[src/include/tcr_pkg.sv]
// Package: constants, types and register map of the timer compare/capture/reload block
package tcr_pkg;
    // ----------------------------------------
    // Sizes and timing
    // ----------------------------------------
    localparam int TCR_UNITS = 4;
    localparam logic [2:0] TCR_MC_LEN = 3'h6; // Oscillator periods per machine cycle
    localparam logic [15:0] TCR_CNT_MAX = 16'hFFFF;
    // ----------------------------------------
    // Register byte offsets
    // ----------------------------------------
    localparam logic [7:0] TCR_OFF_CTRL = 8'h00;
    localparam logic [7:0] TCR_OFF_UMODE = 8'h04;
    localparam logic [7:0] TCR_OFF_COUNT = 8'h08;
    localparam logic [7:0] TCR_OFF_UNIT0 = 8'h0C; // Reload/capture register, then units 1-3
    localparam logic [7:0] TCR_UNIT_STRIDE = 8'h04;
    localparam logic [7:0] TCR_OFF_PORT = 8'h1C;
    localparam logic [7:0] TCR_OFF_STAT = 8'h20;
    localparam logic [7:0] TCR_OFF_CLR = 8'h24;
    localparam logic [7:0] TCR_OFF_IEN = 8'h28;
    localparam logic [1:0] TCR_RESP_OK = 2'h0;
    localparam logic [1:0] TCR_RESP_ERR = 2'h2;
    // ----------------------------------------
    // Modes
    // ----------------------------------------
    typedef enum logic [1:0] {TCR_STOP, TCR_TIMER, TCR_GATED, TCR_EVENT} tcr_in_mode_t;
    typedef enum logic [1:0] {TCR_RLD_OFF, TCR_RLD_OVF, TCR_RLD_EXT, TCR_RLD_RSV} tcr_rld_t;
    typedef enum logic [1:0] {TCR_U_OFF, TCR_U_CMP, TCR_U_CAP, TCR_U_RSV} tcr_umode_t;
    // ----------------------------------------
    // Register layouts (LSB last)
    // ----------------------------------------
    typedef struct packed {
        logic cmp_mode1;       // Bit 8: compare mode 1
        logic cap_sw;          // Bit 7: capture mode 1 (software)
        logic edge_fall;       // Bit 6: reload register captures on falling edge
        logic ext_en;          // Bit 5: external reload flag enable
        tcr_rld_t rld;         // Bits 4:3
        logic presc12;         // Bit 2: divide by 12 instead of 6
        tcr_in_mode_t in_mode; // Bits 1:0
    } tcr_ctrl_t;
    localparam int TCR_CTRL_W = $bits(tcr_ctrl_t);
    typedef struct packed {
        logic [TCR_UNITS-1:0] cap;   // Bits 9:6 pin captures
        logic [TCR_UNITS-1:0] match; // Bits 5:2 compare matches
        logic ext;                   // Bit 1 external reload flag
        logic ovf;                   // Bit 0 counter overflow flag
    } tcr_stat_t;
    localparam int TCR_STAT_W = $bits(tcr_stat_t);
    // ----------------------------------------
    // Whole state of the block
    // ----------------------------------------
    typedef struct packed {
        logic [15:0] cnt;
        logic [2:0] mc;
        logic half;
        logic chg;
        logic t2_s;
        logic t2_p;
        logic ex_s;
        logic ex_p;
        logic [TCR_UNITS-1:0] cap_s;
        logic [TCR_UNITS-1:0] cap_p;
        tcr_ctrl_t ctrl;
        tcr_umode_t [TCR_UNITS-1:0] um;
        logic [TCR_UNITS-1:0][15:0] cc;
        logic [TCR_UNITS-1:0] port;
        logic [TCR_UNITS-1:0] shadow;
        logic [TCR_UNITS-1:0] swcap;
        tcr_stat_t st;
        tcr_stat_t en;
        logic aw_v;
        logic w_v;
        logic [7:0] awa;
        logic [31:0] wd;
        logic [3:0] ws;
        logic bv;
        logic [1:0] br;
        logic rv;
        logic [31:0] rd;
        logic [1:0] rr;
    } tcr_state_t;
endpackage

[src/verilog/tcr_timer.sv]
// Module: timer with compare, capture and reload, AXI4-Lite register slave
`timescale 1ns/100ps
module tcr_timer
    import tcr_pkg::*;
(
    // Clock and reset
    input wire logic mclk_in,
    input wire logic resetn_in,
    // AXI4-Lite write channels
    input wire logic s_axi_awvalid_in,
    output logic s_axi_awready_out,
    input wire logic [7:0] s_axi_awaddr_in,
    input wire logic s_axi_wvalid_in,
    output logic s_axi_wready_out,
    input wire logic [31:0] s_axi_wdata_in,
    input wire logic [3:0] s_axi_wstrb_in,
    output logic s_axi_bvalid_out,
    input wire logic s_axi_bready_in,
    output logic [1:0] s_axi_bresp_out,
    // AXI4-Lite read channels
    input wire logic s_axi_arvalid_in,
    output logic s_axi_arready_out,
    input wire logic [7:0] s_axi_araddr_in,
    output logic s_axi_rvalid_out,
    input wire logic s_axi_rready_in,
    output logic [31:0] s_axi_rdata_out,
    output logic [1:0] s_axi_rresp_out,
    // Port pins
    input wire logic count_gate_input_pin_in,
    input wire logic reload_trigger_pin_in,
    input wire logic [TCR_UNITS-1:0] capture_pin_in,
    output logic [TCR_UNITS-1:0] compare_pin_out,
    // Interrupt
    output logic irq_out
);
    tcr_state_t q;
    tcr_state_t d;
    logic mcs;
    logic tick;
    logic ovf;
    logic ext_ev;
    logic cnt_wr;
    logic wr_go;
    logic [TCR_UNITS-1:0] match;
    logic [TCR_UNITS-1:0] hwcap;
    logic [TCR_UNITS-1:0] port_wr;

    // ----------------------------------------
    // Helpers
    // ----------------------------------------
    // Byte-lane merge of a 16-bit register
    function automatic logic [15:0] merge16(input logic [15:0] old, input logic [31:0] wd,
                                            input logic [3:0] ws);
        logic [15:0] r;
        r[7:0] = ws[0] ? wd[7:0] : old[7:0];
        r[15:8] = ws[1] ? wd[15:8] : old[15:8];
        return r;
    endfunction

    // Byte address of a compare/capture unit
    function automatic logic [7:0] unit_addr(input int i);
        return TCR_OFF_UNIT0 + TCR_UNIT_STRIDE * 8'(i);
    endfunction

    // ----------------------------------------
    // Next-state logic
    // ----------------------------------------
    always_comb begin
        d = q;
        // Machine-cycle strobe and pin sampling once per machine cycle
        mcs = (q.mc == TCR_MC_LEN - 3'h1);
        d.mc = mcs ? 3'h0 : q.mc + 3'h1;
        d.chg = 1'b0;
        d.swcap = '0;
        if (mcs) begin
            d.half = ~q.half;
            d.t2_s = count_gate_input_pin_in;
            d.t2_p = q.t2_s;
            d.ex_s = reload_trigger_pin_in;
            d.ex_p = q.ex_s;
            d.cap_s = capture_pin_in;
            d.cap_p = q.cap_s;
        end
        // Count enable by input mode
        unique case (q.ctrl.in_mode)
            TCR_TIMER: tick = mcs & (~q.ctrl.presc12 | q.half);
            TCR_GATED: tick = mcs & (~q.ctrl.presc12 | q.half) & q.t2_s;
            TCR_EVENT: tick = mcs & q.t2_p & ~q.t2_s;
            default: tick = 1'b0;
        endcase
        ovf = tick & (q.cnt == TCR_CNT_MAX);
        ext_ev = mcs & q.ex_p & ~q.ex_s;
        // Counter: increment, then reloads, then software write on top
        if (tick) begin
            d.cnt = q.cnt + 16'h0001;
            d.chg = 1'b1;
            if (ovf && q.ctrl.rld == TCR_RLD_OVF) begin
                d.cnt = q.cc[0];
            end
        end
        if (ext_ev && q.ctrl.rld == TCR_RLD_EXT) begin
            d.cnt = q.cc[0];
            d.chg = 1'b1;
        end
        // AXI4-Lite address/data capture, either order
        if (s_axi_awvalid_in && !q.aw_v) begin
            d.aw_v = 1'b1;
            d.awa = s_axi_awaddr_in;
        end
        if (s_axi_wvalid_in && !q.w_v) begin
            d.w_v = 1'b1;
            d.wd = s_axi_wdata_in;
            d.ws = s_axi_wstrb_in;
        end
        if (s_axi_bready_in && q.bv) begin
            d.bv = 1'b0;
        end
        wr_go = q.aw_v & q.w_v & ~q.bv;
        cnt_wr = 1'b0;
        port_wr = '0;
        if (wr_go) begin
            d.aw_v = 1'b0;
            d.w_v = 1'b0;
            d.bv = 1'b1;
            d.br = TCR_RESP_OK;
            unique case (q.awa)
                TCR_OFF_CTRL: d.ctrl = tcr_ctrl_t'(q.wd[TCR_CTRL_W-1:0]);
                TCR_OFF_UMODE: for (int i = 0; i < TCR_UNITS; i++) begin
                    d.um[i] = tcr_umode_t'(q.wd[2*i +: 2]); // Enum fields need a cast each
                end
                TCR_OFF_COUNT: begin
                    cnt_wr = 1'b1;
                    d.cnt = merge16(q.cnt, q.wd, q.ws);
                end
                TCR_OFF_PORT: port_wr = {TCR_UNITS{1'b1}}; // One write reaches every latch
                TCR_OFF_CLR: d.st = q.st & ~tcr_stat_t'(q.wd[TCR_STAT_W-1:0]);
                TCR_OFF_IEN: d.en = tcr_stat_t'(q.wd[TCR_STAT_W-1:0]);
                TCR_OFF_STAT: d.br = TCR_RESP_OK;
                default: begin
                    d.br = TCR_RESP_ERR;
                    for (int i = 0; i < TCR_UNITS; i++) begin
                        if (q.awa == unit_addr(i)) begin
                            d.br = TCR_RESP_OK;
                            d.cc[i] = merge16(q.cc[i], q.wd, q.ws);
                            // Low-byte write arms a software capture
                            d.swcap[i] = (q.um[i] == TCR_U_CAP) & q.ctrl.cap_sw & q.ws[0];
                        end
                    end
                end
            endcase
        end
        // Compare units and port latches
        for (int i = 0; i < TCR_UNITS; i++) begin
            match[i] = q.chg & (q.um[i] == TCR_U_CMP) & (q.cnt == q.cc[i]);
            if (port_wr[i]) begin
                if (q.um[i] != TCR_U_CMP) begin
                    d.port[i] = q.wd[i];
                end else if (q.ctrl.cmp_mode1) begin
                    d.shadow[i] = q.wd[i];
                end
                // Compare mode 0 drops the write: pin belongs to the timer
            end
            if (q.um[i] == TCR_U_CMP && !q.ctrl.cmp_mode1) begin
                if (match[i]) begin
                    d.port[i] = 1'b1;
                end
                if (ovf) begin
                    d.port[i] = 1'b0;
                end
            end else if (match[i]) begin
                d.port[i] = q.shadow[i];
            end
        end
        // Captures: pin edges in mode 0, delayed software strobe in mode 1
        for (int i = 0; i < TCR_UNITS; i++) begin
            if (i == 0) begin
                hwcap[i] = q.ctrl.edge_fall ? (q.cap_p[i] & ~q.cap_s[i])
                                            : (~q.cap_p[i] & q.cap_s[i]);
            end else begin
                hwcap[i] = ~q.cap_p[i] & q.cap_s[i];
            end
            hwcap[i] = hwcap[i] & mcs & (q.um[i] == TCR_U_CAP) & ~q.ctrl.cap_sw;
            if (hwcap[i] || q.swcap[i]) begin
                d.cc[i] = q.cnt;
            end
        end
        // Sticky status; a set in the clear cycle survives
        d.st.ovf = d.st.ovf | ovf;
        d.st.ext = d.st.ext | (ext_ev & q.ctrl.ext_en);
        d.st.match = d.st.match | match;
        d.st.cap = d.st.cap | hwcap;
        // Read channel
        if (s_axi_rready_in && q.rv) begin
            d.rv = 1'b0;
        end
        if (s_axi_arvalid_in && !q.rv) begin
            d.rv = 1'b1;
            d.rr = TCR_RESP_OK;
            d.rd = '0;
            unique case (s_axi_araddr_in)
                TCR_OFF_CTRL: d.rd[TCR_CTRL_W-1:0] = q.ctrl;
                TCR_OFF_UMODE: d.rd[2*TCR_UNITS-1:0] = q.um;
                TCR_OFF_COUNT: d.rd[15:0] = q.cnt;
                TCR_OFF_PORT: d.rd[TCR_UNITS-1:0] = q.port;
                TCR_OFF_STAT: d.rd[TCR_STAT_W-1:0] = q.st;
                TCR_OFF_CLR: d.rd = '0;
                TCR_OFF_IEN: d.rd[TCR_STAT_W-1:0] = q.en;
                default: begin
                    d.rr = TCR_RESP_ERR;
                    for (int i = 0; i < TCR_UNITS; i++) begin
                        if (s_axi_araddr_in == unit_addr(i)) begin
                            d.rr = TCR_RESP_OK;
                            d.rd[15:0] = q.cc[i];
                        end
                    end
                end
            endcase
        end
    end

    // ----------------------------------------
    // State register
    // ----------------------------------------
    always_ff @(posedge mclk_in or negedge resetn_in) begin
        if (!resetn_in) begin
            q <= '0;
        end else begin
            q <= d;
        end
    end

    // ----------------------------------------
    // Outputs
    // ----------------------------------------
    // Ready terms and irq_out are combinational; everything else is a flop
    assign s_axi_awready_out = ~q.aw_v;
    assign s_axi_wready_out = ~q.w_v;
    assign s_axi_bvalid_out = q.bv;
    assign s_axi_bresp_out = q.br;
    assign s_axi_arready_out = ~q.rv;
    assign s_axi_rvalid_out = q.rv;
    assign s_axi_rdata_out = q.rd;
    assign s_axi_rresp_out = q.rr;
    assign compare_pin_out = q.port;
    assign irq_out = |(q.st & q.en);
endmodule

[config.mk]
export PLATFORM = sky130hd
export DESIGN_NAME = tcr_timer
export DESIGN_NICKNAME = d
export VERILOG_FILES = /design/src/include/tcr_pkg.sv /design/src/verilog/tcr_timer.sv
export SDC_FILE = /design/constraint.sdc
export NUM_CORES = 1
export LEC_CHECK = 0
export BUFFER_PORTS_ARGS = -buffer_cell sky130_fd_sc_hd__clkbuf_2
export CORE_AREA = 3 3 179 181
export DETAILED_ROUTE_END_ITERATION = 10
export DIE_AREA = 0 0 182 184
export GPL_TIMING_DRIVEN = 0
export PLACE_DENSITY = 0.52
export SLEW_MARGIN = 20
export SYNTH_ARGS = -nofsm -noshare
export SYNTH_HDL_FRONTEND = slang
export SYNTH_SLANG_ARGS = --single-unit
[constraint.sdc]
create_clock -name mclk_in -period 2.75 [get_ports mclk_in]
set_clock_uncertainty 0.2 [all_clocks]
set_input_delay 0.1375 -clock mclk_in [delete_from_list [all_inputs] [get_ports mclk_in]]
set_output_delay 0.1375 -clock mclk_in [all_outputs]
set_load 0.01 [all_outputs]
## Word level (Yosys, flattened, before mapping)

Index checks and enable logic that the tools add are counted.

| word-level totals | value |
|---|---|
| output and inout port bits | 46 |
| bits of input ports | 65 |
| bits in registers | 196 |
| word-level logic and storage cells | 314 |

| cells by class | value |
|---|---|
| add/subtract/negate cells | 2 |
| muxes and demuxes | 77 |
| bitwise logic cells | 69 |
| reduce and logical (&&, ||, !) cells | 63 |
| equality and inequality tests | 49 |

Operators with widths:

| cell | count |
|---|---|
| 16-bit two-way mux | 13 |
| 64-bit two-way mux | 2 |
| 18-bit two-way mux | 4 |
| 16-bit == test | 4 |
| 8-bit by 5-bit == test with 1-bit output, second input constant | 8 |
| 8-bit by 6-bit == test with 1-bit output, second input constant | 6 |
| 1-bit bitwise AND | 43 |
| 2-bit nonzero test | 20 |
| 1-bit two-way mux | 35 |
| 35-bit two-way mux | 1 |
| 8-bit by 4-bit == test with 1-bit output, second input constant | 4 |
| 4-bit AND reduction | 8 |
| 4-bit case mux with 7 select lines | 1 |
| 26-bit two-way mux | 1 |
| 4-bit case mux with 6 select lines | 1 |
| 10-bit bitwise AND | 2 |
| 10-bit two-way mux | 2 |
| 1-bit inverter | 18 |
| 16-bit by 1-bit adder with 16-bit output, second input constant | 1 |
| 16-bit == test, second input constant | 1 |
| 8-bit by 3-bit == test with 1-bit output, second input constant | 2 |
| 8-bit logical NOT | 2 |
| 8-bit two-way mux | 2 |
| 2-bit by 1-bit inequality test with 1-bit output, second input constant | 8 |
| other kinds (26) | 71 |

## Depth between registers and ports, before layout

Gate-level depths: netlist (run 1).

| depth | value |
|---|---|
| depth after elaboration | 12 |
| gate-level depth with buffers | 8 |
| gate-level depth less buffers | 7 |

## Least setup slack after synthesis (run 1)

No wires, ideal clock.

| timing path | value |
|---|---|
| path type | register to register |
| start | reg q[75] (netlist bit) |
| end | reg q[125] (netlist bit) |
| stages on the path, launching flop included | 5 |
| arrival | 2.100 ns |
| path buffers | 0 |
| setup slack | 0.326 ns |
| path through | dfrtp_1 -> or4_1 -> or4_4 -> o21ai_4 -> mux2_2 |

| on the way | value |
|---|---|
| word-level cells in the longest chain between the ends | 4 |

RTL lines:

| what | RTL line | RTL |
|---|---|---|
| start, declared | tcr_timer.sv:36 | `tcr_state_t q;` |
| start signal, assigned | tcr_timer.sv:226 | `q <= '0;` |
| start signal, assigned | tcr_timer.sv:228 | `q <= d;` |
| 8-bit by 6-bit == test with 1-bit output (tied with other cells) | tcr_timer.sv:126 | `unique case (q.awa)` |
| 7-bit OR reduction (no line) | - |  |
| 2-bit by 1-bit inequality test with 1-bit output (no line) | - |  |
| 4-bit AND reduction (no line) * | - |  |

Every way passes the cells marked *; elsewhere a longest branch is shown, timed or not.
A chain may end at the register's enable or synchronous reset.

## Final worst setup path (run 1)

| timing path | value |
|---|---|
| start | reg q[75] (netlist bit) |
| end | reg q[130] (netlist bit) |

The elaborated chain is that of the path after synthesis.

==> summary.md, run 1 <==
| Metric | Value |
|---|---|
| Count of flip-flops with a built-in enable after synthesis | 0 |
| Data arrival time of the critical path | 2800 ps |
| Share of final-layout standard cells stronger than drive strength 1 | a little under a quarter |
| Fmax | 373 MHz |
| FF+latch count, synth | 194 |
| Diode count | 0 |
| Number of cell rows | 64 |
| Worst setup SP type | flip-flop |
| Chip Height | around 180 microns |
| Clock input transition at the sequential cells of the worst setup and hold paths | about 80 ps |
| Starting utilization of the core area | roughly 38% |
| Count of nets after finishing | 1463 |
| Worst setup slack before clock tree synthesis | -497 ps |
| Count of synthesis-stage warnings from yosys | 0 |
| Result of the run | finished, final reports clean |
| Grt peak-use layer | met2 |
| Maximum cell stage delay along the critical path | approximately 600 ps |
| Library cell contributing the largest single delay on the critical path | sky130_fd_sc_hd__or4_1 |
| Hold path start | s_axi_arvalid_in |
| Cell breakdown of the critical path | or4_1 -> or4_4 -> o21ai_4 -> mux2_2 |
| Met2 Resource Use GR | 37.7% |
| Post-route setup slack | about 73 ps |
| Detailed Route Iter0 Violations | 1100 |
| I/O pins | approximately 110 |
| Via count | a little over 10000 |
| Max-capacitance violation count | 0 |
| Worst setup path startpoint | q[75]$_DFFE_PN0P_ |
| Clock tree from TritonCTS | built |
| Core Box Area | just over 0.03 sq mm |
| RePlAce Congestion | ~0.9 |
| Total number of clock tree sinks | roughly 190 |
| Per-cell via count in the routed design | between 5 and 6 |
| Die ar. | 0.0335 sq mm |
| Detailed Routing Iterations Pass 1 | 5 |
| Crit path required time | 2880 ps |
| Cell variety after synth | 75 |
| Endpoint kind of the worst setup timing path | flip-flop |
| Critical path class | flip-flop to flip-flop |
| Area share of the largest cell type after synthesis | a little over two fifths |
| Worst skew pair latency | between 400 and 500 ps |
| RSZ-0062 raised after global routing | true |
| Count of unresolved DRC violations after routing | 0 |
| P&R area growth vs syn | 20.3% |
| Antenna-violating nets left | 0 |
| Actual slew at the worst max-slew pin | 977 ps |
| IR Drop Worst-Case VDD | roughly 0.44 mV |
| Finish-stage setup viols | 0 |
| Pin count of the biggest net entering global routing | 83 |
| Number of antenna violations at the first check in global routing | 0 |
| DP Wirelength | around 30 mm |
| Mean post-synth cell area | about 9.4 sq um |
| Number of buffers added by the clock tree synthesis step | 17 |
| Wire length of the first global-routing pass | around 62 mm |
| Main area contributors after synthesis | sky130_fd_sc_hd__dfrtp_1 42%, sky130_fd_sc_hd__mux2_2 9.2%, sky130_fd_sc_hd__mux2i_1 6.3% |
| Clock buffer depth | 2 |
| Async SR Flop Fraction | 100% |
| Total power | 11.4 mW |
| Crit-path max FO | 8 |
| Cell at the root of the clock tree | sky130_fd_sc_hd__clkbuf_16 |
| Number of global-route vias before repair | between 9000 and 10000 |
| H-tree levels | 4 |
| Post-synth top flop | sky130_fd_sc_hd__dfrtp_1 |
| Ratio of total power to cell area | around 820 mW/mm^2 |
| Worst reg2reg startpoint | q[75]$_DFFE_PN0P_ |
| Post-route clock period utilization | between 90% and 100% |
| Global routing usage on met3 | between 4 and 5% |
| Type of the worst min-delay path | input port to flip-flop |
| Aggregate global-route resource usage | between 20% and 30% |
| Syn Std Cell Area | about 0.012 sq mm |
| Total global routing overflow | 0 |
| Number of port buffers | 74 |
| Headroom to the max-slew limit | 34.8% |
| Average detailed-routed wire length per instance | 22.7 microns |
| Aggregate routed wire length | about 40 mm |
| Sequential share of the synthesized area | about two fifths |
| Max-slew violations | 0 |
| Fraction of met1 tracks used by global routing | between 30 and 40% |
| Yosys top cell by area | sky130_fd_sc_hd__dfrtp_1 |
| Syn Inst Count | 1236 |
| Hold violation count in the final report | 0 |
| Tmin final | around 2700 ps |
| Leak Pwr | between 6 and 7 nW |
| Width of the chip | about 180 microns |
worst max-delay path: cells and delay by family (launching register included):
kind	cells	cell delay, ps
flops	1	420
simple gates	2	1170
mux	1	390
compound gates	1	380
power breakdown:
group	total (mW)	switching, mW	internal, mW
sequential	4.65	1.05	3.59
combinational	4.06	2.28	1.78
clock	2.71	1.24	1.47
flip-flops by register name, indices dropped and copies added, names as in the netlist:
name,flops
s_axi_bvalid_out,1
s_axi_rdata_out,16
q,170
s_axi_rvalid_out,1
s_axi_rresp_out,1
compare_pin_out,4
s_axi_bresp_out,1
final cells by class:
type / instances / area, sq um
Multi-Input combinational cell: 913 / 6300
Clock buffer: 18 / 429
Tap cell: 396 / 495
Inverter: 15 / 56.3
Fill cell: 2967 / 16600
Timing Repair Buffer: 127 / 942
Buffer: 129 / 699
Sequential cell: 194 / 4860
Clock inverter: 14 / 194
through the flow:
| stage | utilization, % | area (sq um) | cells | setup TNS [ps] | hold WS [ps] |
|---|---|---|---|---|---|
| floorplan | - | 11700 | 1253 | 0 | -358 |
| global placement | 41.0 | 12500 | 1723 | -542940 | 116 |
| detailed placement | 41.3 | 12600 | 1725 | -12570 | -91.4 |
| CTS | 45.2 | 13800 | 1802 | 0 | 11.5 |
| global route | 45.7 | 14000 | 1806 | -65.1 | 45.3 |
| finish | 45.7 | 14000 | 1806 | 0 | 51.4 |
synthesized netlist by cell type (all sizes together), types with 8 or more instances:
| cell | count |
|---|---|
| a31oi | 14 |
| mux2 | 95 |
| nor3 | 11 |
| buf | 64 |
| nand2b | 8 |
| dfrtp | 194 |
| and3 | 9 |
| nand4 | 19 |
| nand2 | 167 |
| a2bb2oi | 11 |
| inv | 15 |
| a21boi | 13 |
| a221oi | 9 |
| o21ai | 109 |
| a21oi | 46 |
| nor4 | 14 |
| xor2 | 16 |
| a22oi | 13 |
| clkbuf | 67 |
| nand3 | 19 |
| nor2 | 79 |
| mux2i | 73 |
| a211oi | 8 |
| nor2b | 14 |
| xnor2 | 55 |
cells in the final DEF, fill, tap and decap left out, types with 13 or more instances in the layout:
cell                            synthesis  routed
sky130_fd_sc_hd__nor2b_1               14      14
sky130_fd_sc_hd__dlygate4sd3_1          0      40
sky130_fd_sc_hd__o21ai_0              106     106
sky130_fd_sc_hd__mux2_2                95      95
sky130_fd_sc_hd__a21oi_1               46      44
sky130_fd_sc_hd__dfrtp_1              194     192
sky130_fd_sc_hd__nand3_1               19      19
sky130_fd_sc_hd__a31oi_1               14      14
sky130_fd_sc_hd__clkbuf_2               0      91
sky130_fd_sc_hd__nor2_1                78      78
sky130_fd_sc_hd__xor2_1                16      16
sky130_fd_sc_hd__mux2i_1               73      73
sky130_fd_sc_hd__clkbuf_16              0      17
sky130_fd_sc_hd__buf_4                 41      51
sky130_fd_sc_hd__inv_1                 15      15
sky130_fd_sc_hd__a22oi_1               13      13
sky130_fd_sc_hd__nand2_1              167     166
sky130_fd_sc_hd__xnor2_1               55      55
sky130_fd_sc_hd__conb_1                 1      18
sky130_fd_sc_hd__clkbuf_1              65      47
sky130_fd_sc_hd__nand4_1               19      19
routing by layer:
layer  vias to the layer above  share of wire, %  wire (microns)
li1                       4653                 -               -
met1                      5062                46           18800
met2                       452                44           18200
met3                        55               7.2            2950
met4                         0               2.5            1040
met5                         -                 0               0
worst paths after layout:
kind | slack, ps | to | depth (start not counted)
min in group asynchronous | 450 | q[131]$_DFFE_PN0P_ | 3
setup reg to reg | 70 | q[130]$_DFFE_PN0P_ | 4
hold reg to reg | 280 | s_axi_rdata_out[13]$_DFFE_PN0P_ | 2
hold / removal | 50 | s_axi_rdata_out[4]$_DFFE_PN0P_ | 3
setup / recovery | 70 | q[130]$_DFFE_PN0P_ | 4
max in group asynchronous | 850 | q[174]$_DFFE_PN0P_ | 5
logic make-up (layout without fill, tap and decap cells):
group,count (synthesis),count (layout),synth area share [%]
DFF,194,194,41.8
adders and majority gates,1,1,0.108
muxes,168,168,15.5
buffers and inverters,146,303,6.25
AOI/OAI and AO/OA,272,272,14.9
other,1,18,0.0323
xor gates and xnor gates,71,71,5.35
and+or+nand+nor,383,383,16.1
repair_timing:
| item | in CTS | in global routing |
|---|---|---|
| pin swaps | 4 | 2 |
| resized for setup | 34 | 37 |
| setup buffers | 4 | 6 |
| setup endpoints to repair | 84 | 82 |
| hold buffers | 41 | 0 |
| hold endpoints to repair | 161 | 0 |
Power figures use the tool's default switching activity.
==> inputs of run 2 (changes only) <==
--- a/config.mk
+++ b/config.mk
@@ -10,7 +10,6 @@
 export DETAILED_ROUTE_END_ITERATION = 10
 export DIE_AREA = 0 0 182 184
 export GPL_TIMING_DRIVEN = 0
-export PLACE_DENSITY = 0.52
 export SLEW_MARGIN = 20
 export SYNTH_ARGS = -nofsm -noshare
 export SYNTH_HDL_FRONTEND = slang
==> run 2 against run 1 <==
Against the previous run:
- non-clock buffer count is 4 higher
- via count barely moved
- fmax is essentially flat
- cell count increased by 0.22%
- total power fell by 1.3%
- worst setup slack better by 1.4 ps
- global-route usage is 0.96 points lower
- sequential cell count unchanged
- sequential power about the same
- critical path depth unchanged
- hold slack worse by 27 ps
==> summary.md, run 2 (synthesis results as in run 1) <==
| Metric | Value |
|---|---|
| Fmax | around 370 MHz |
| Wire length on met3 | 2.99 mm |
| Total global routing overflow | 0 |
| Per-cell via count in the routed design | about 5.7 |
| Pin count of the biggest net entering global routing | 81 |
| FF-to-FF setup slack | 70 ps |
| DP Wirelength | approximately 30 mm |
| Most common cell after layout, fill and taps aside | sky130_fd_sc_hd__dfrtp_1 |
| Headroom to the max-slew limit | 36.3% |
| Antenna-violating nets left | 0 |
| Total number of clock tree sinks | between 150 and 200 |
| Number of flip-flops under the largest register name | 170 |
| I/O pins | between 100 and 150 |
| Number of antenna violations at the first check in global routing | 0 |
| Max-slew violations | 0 |
| Crit-path max FO | 8 |
| Number of port buffers | 74 |
| IR Drop Worst-Case VDD | 0.492 mV |
| Average detailed-routed wire length per instance | 22.0 microns |
| Cell breakdown of the critical path | or4_1 -> or4_4 -> o21ai_4 -> mux2_2 |
| Largest register by flop count | q |
| H-tree levels | 4 |
| Total power | between 10 and 15 mW |
| Final instance count without filler cells | between 1500 and 2000 |
| Ratio of total power to cell area | approximately 800 mW/mm^2 |
| Crit path required time | approximately 2900 ps |
| Library cell contributing the largest single delay on the critical path | sky130_fd_sc_hd__or4_1 |
| Count of unresolved DRC violations after routing | 0 |
| Number of cell rows | 64 |
| Via count | 10200 |
| Detailed Routing Iterations Pass 1 | 6 |
| Chip Height | 184 microns |
| Worst setup SP type | flip-flop |
| Worst reg2reg startpoint | q[75]$_DFFE_PN0P_ |
| Max Used Layer | met4 |
| Starting utilization of the core area | approximately 38% |
| Core Box Area | just over 0.03 sq mm |
| Wire length of the first global-routing pass | 60.8 mm |
| Met2 Routed Length | 17.6 mm |
| Actual slew at the worst max-slew pin | 956 ps |
| Tmin final | ~2700 ps |
| Die ar. | about 0.033 sq mm |
| Leak Pwr | 6.34 nW |
| Clock input transition at the sequential cells of the worst setup and hold paths | about 80 ps |
| Count of nets after finishing | approximately 1500 |
| Clock buffer depth | 2 |
| Number of buffers added by the clock tree synthesis step | 17 |
| Worst reg2reg path endpoint | q[127]$_DFFE_PN0P_ |
| Post-Place Cells | roughly 1700 |
| Result of the run | finished, final reports clean |
| P&R area growth vs syn | 19.8% |
| Most frequent cells in the layout | 192 x sky130_fd_sc_hd__dfrtp_1, 166 x sky130_fd_sc_hd__nand2_1, 106 x sky130_fd_sc_hd__o21ai_0, 95 x sky130_fd_sc_hd__mux2_2, 89 x sky130_fd_sc_hd__clkbuf_2 |
| Max-capacitance violation count | 0 |
| Filler Cells Inserted | between 2000 and 3000 |
| Diode count | 0 |
| Hold violation count in the final report | 0 |
| Maximum cell stage delay along the critical path | 600 ps |
| RePlAce Congestion | ~0.93 |
| M1 WL | approximately 18 mm |
| Width of the chip | ~180 microns |
| Share of final-layout standard cells stronger than drive strength 1 | between 20% and 30% |
| Number of global-route vias before repair | ~9800 |
| RSZ-0062 raised after global routing | true |
| Type of the worst min-delay path | input port to asynchronous set/reset pin |
| Detailed Route Iter0 Violations | 1126 |
| Critical path class | flip-flop to flip-flop |
| Endpoint kind of the worst setup timing path | flip-flop |
| Worst skew pair latency | 450 ps |
| Aggregate global-route resource usage | a little under a quarter |
| Post-route clock period utilization | a little over nine tenths |
| Logic depth of the worst register-to-register path | 4 |
| Finish-stage setup viols | 0 |
| Cell at the root of the clock tree | sky130_fd_sc_hd__clkbuf_16 |
| Data arrival time of the critical path | between 2000 and 3000 ps |
| Aggregate routed wire length | slightly below 40 mm |
| Clock tree from TritonCTS | built |
## run 2: changes by cell type in the layout (fill, tap and decap cells not counted), moves of 2 or more
cell and delta:
sky130_fd_sc_hd__clkbuf_2 -2, sky130_fd_sc_hd__bufinv_16 -2, sky130_fd_sc_hd__clkinv_8 +2, sky130_fd_sc_hd__buf_4 +4, sky130_fd_sc_hd__buf_12 -2, sky130_fd_sc_hd__a21boi_4 -2
sky130_fd_sc_hd__a21boi_2 +2, sky130_fd_sc_hd__buf_1 +2, sky130_fd_sc_hd__nor4b_2 +2
## run 2: worst max-delay path by stage
stage,startpoint,end,slack (ps),cells past startpoint
3_3_place_gp,resetn_in,q[50]$_DFFE_PN0P_,-2610,1
3_5_place_dp,q[228]$_DFFE_PN0P_,q[229]$_DFFE_PN0P_,-430,7
4_1_cts,q[75]$_DFFE_PN0P_,q[162]$_DFFE_PN0P_,7,6
2_1_floorplan,q[75]$_DFFE_PN0P_,q[125]$_DFFE_PN0P_,330,4
6_report,q[75]$_DFFE_PN0P_,q[127]$_DFFE_PN0P_,70,4
5_1_grt,q[215]$_DFFE_PN0P_,q[219]$_DFFE_PN0P_,-9,9
## run 2: area by class of cell
class	count	area, sq um	area share [%]
inverters	15	56.3	0.404
well taps	396	495	3.56
plain buffers	130	694	4.99
repair buffers	130	942	6.77
clock buffers	18	439	3.16
multi-input cells	913	6270	45.1
clock inverters	14	164	1.18
flip-flops and latches	194	4860	34.9
## run 2: power breakdown
group | switching [mW] | internal [mW]
logic | 2.26 | 1.78
registers | 1.04 | 3.59
clock network | 1.26 | 1.33
total | 4.57 | 6.70
## run 2: layer usage
layer	GRT usage, %	vias up
met1	34.9	5032
met3	3.03	64
met4	6.98	0
met2	36.3	465
met5	0	-
li1	-	4666
## run 2: per-stage QoR
| step | hold slack, ps | instance area [sq um] | TNS (ps) | setup slack (ps) | utilization [%] |
|---|---|---|---|---|---|
| 2_1_floorplan | -358 | 11700 | 0 | 326 | - |
| 3_3_place_gp | 116 | 12500 | -510310 | -2610 | 41.0 |
| 4_1_cts | 38.7 | 13800 | 0 | 6.81 | 45.0 |
| 6_report | 24.1 | 13900 | 0 | 74.0 | 45.5 |
| 3_5_place_dp | -50.2 | 12600 | -10370 | -425 | 41.3 |
| 5_1_grt | 60.0 | 13900 | -9.38 | -9.38 | 45.5 |
## run 2: timing repair
item,in CTS,in global routing
hold buffers,41,0
cloned,0,0
endpoints found under the setup margin,83,83
hold endpoints to repair,173,0
buffers inserted,4,9
resized for setup,27,38
pin swaps,3,6
## run 2: critical path, delay by kind of cell, from the launching register on
| kind | cells | cell delay (ps) |
|---|---|---|
| and+or+nand+nor | 2 | 1170 |
| DFF | 1 | 420 |
| muxes | 1 | 380 |
| AOI/OAI and AO/OA | 1 | 370 |
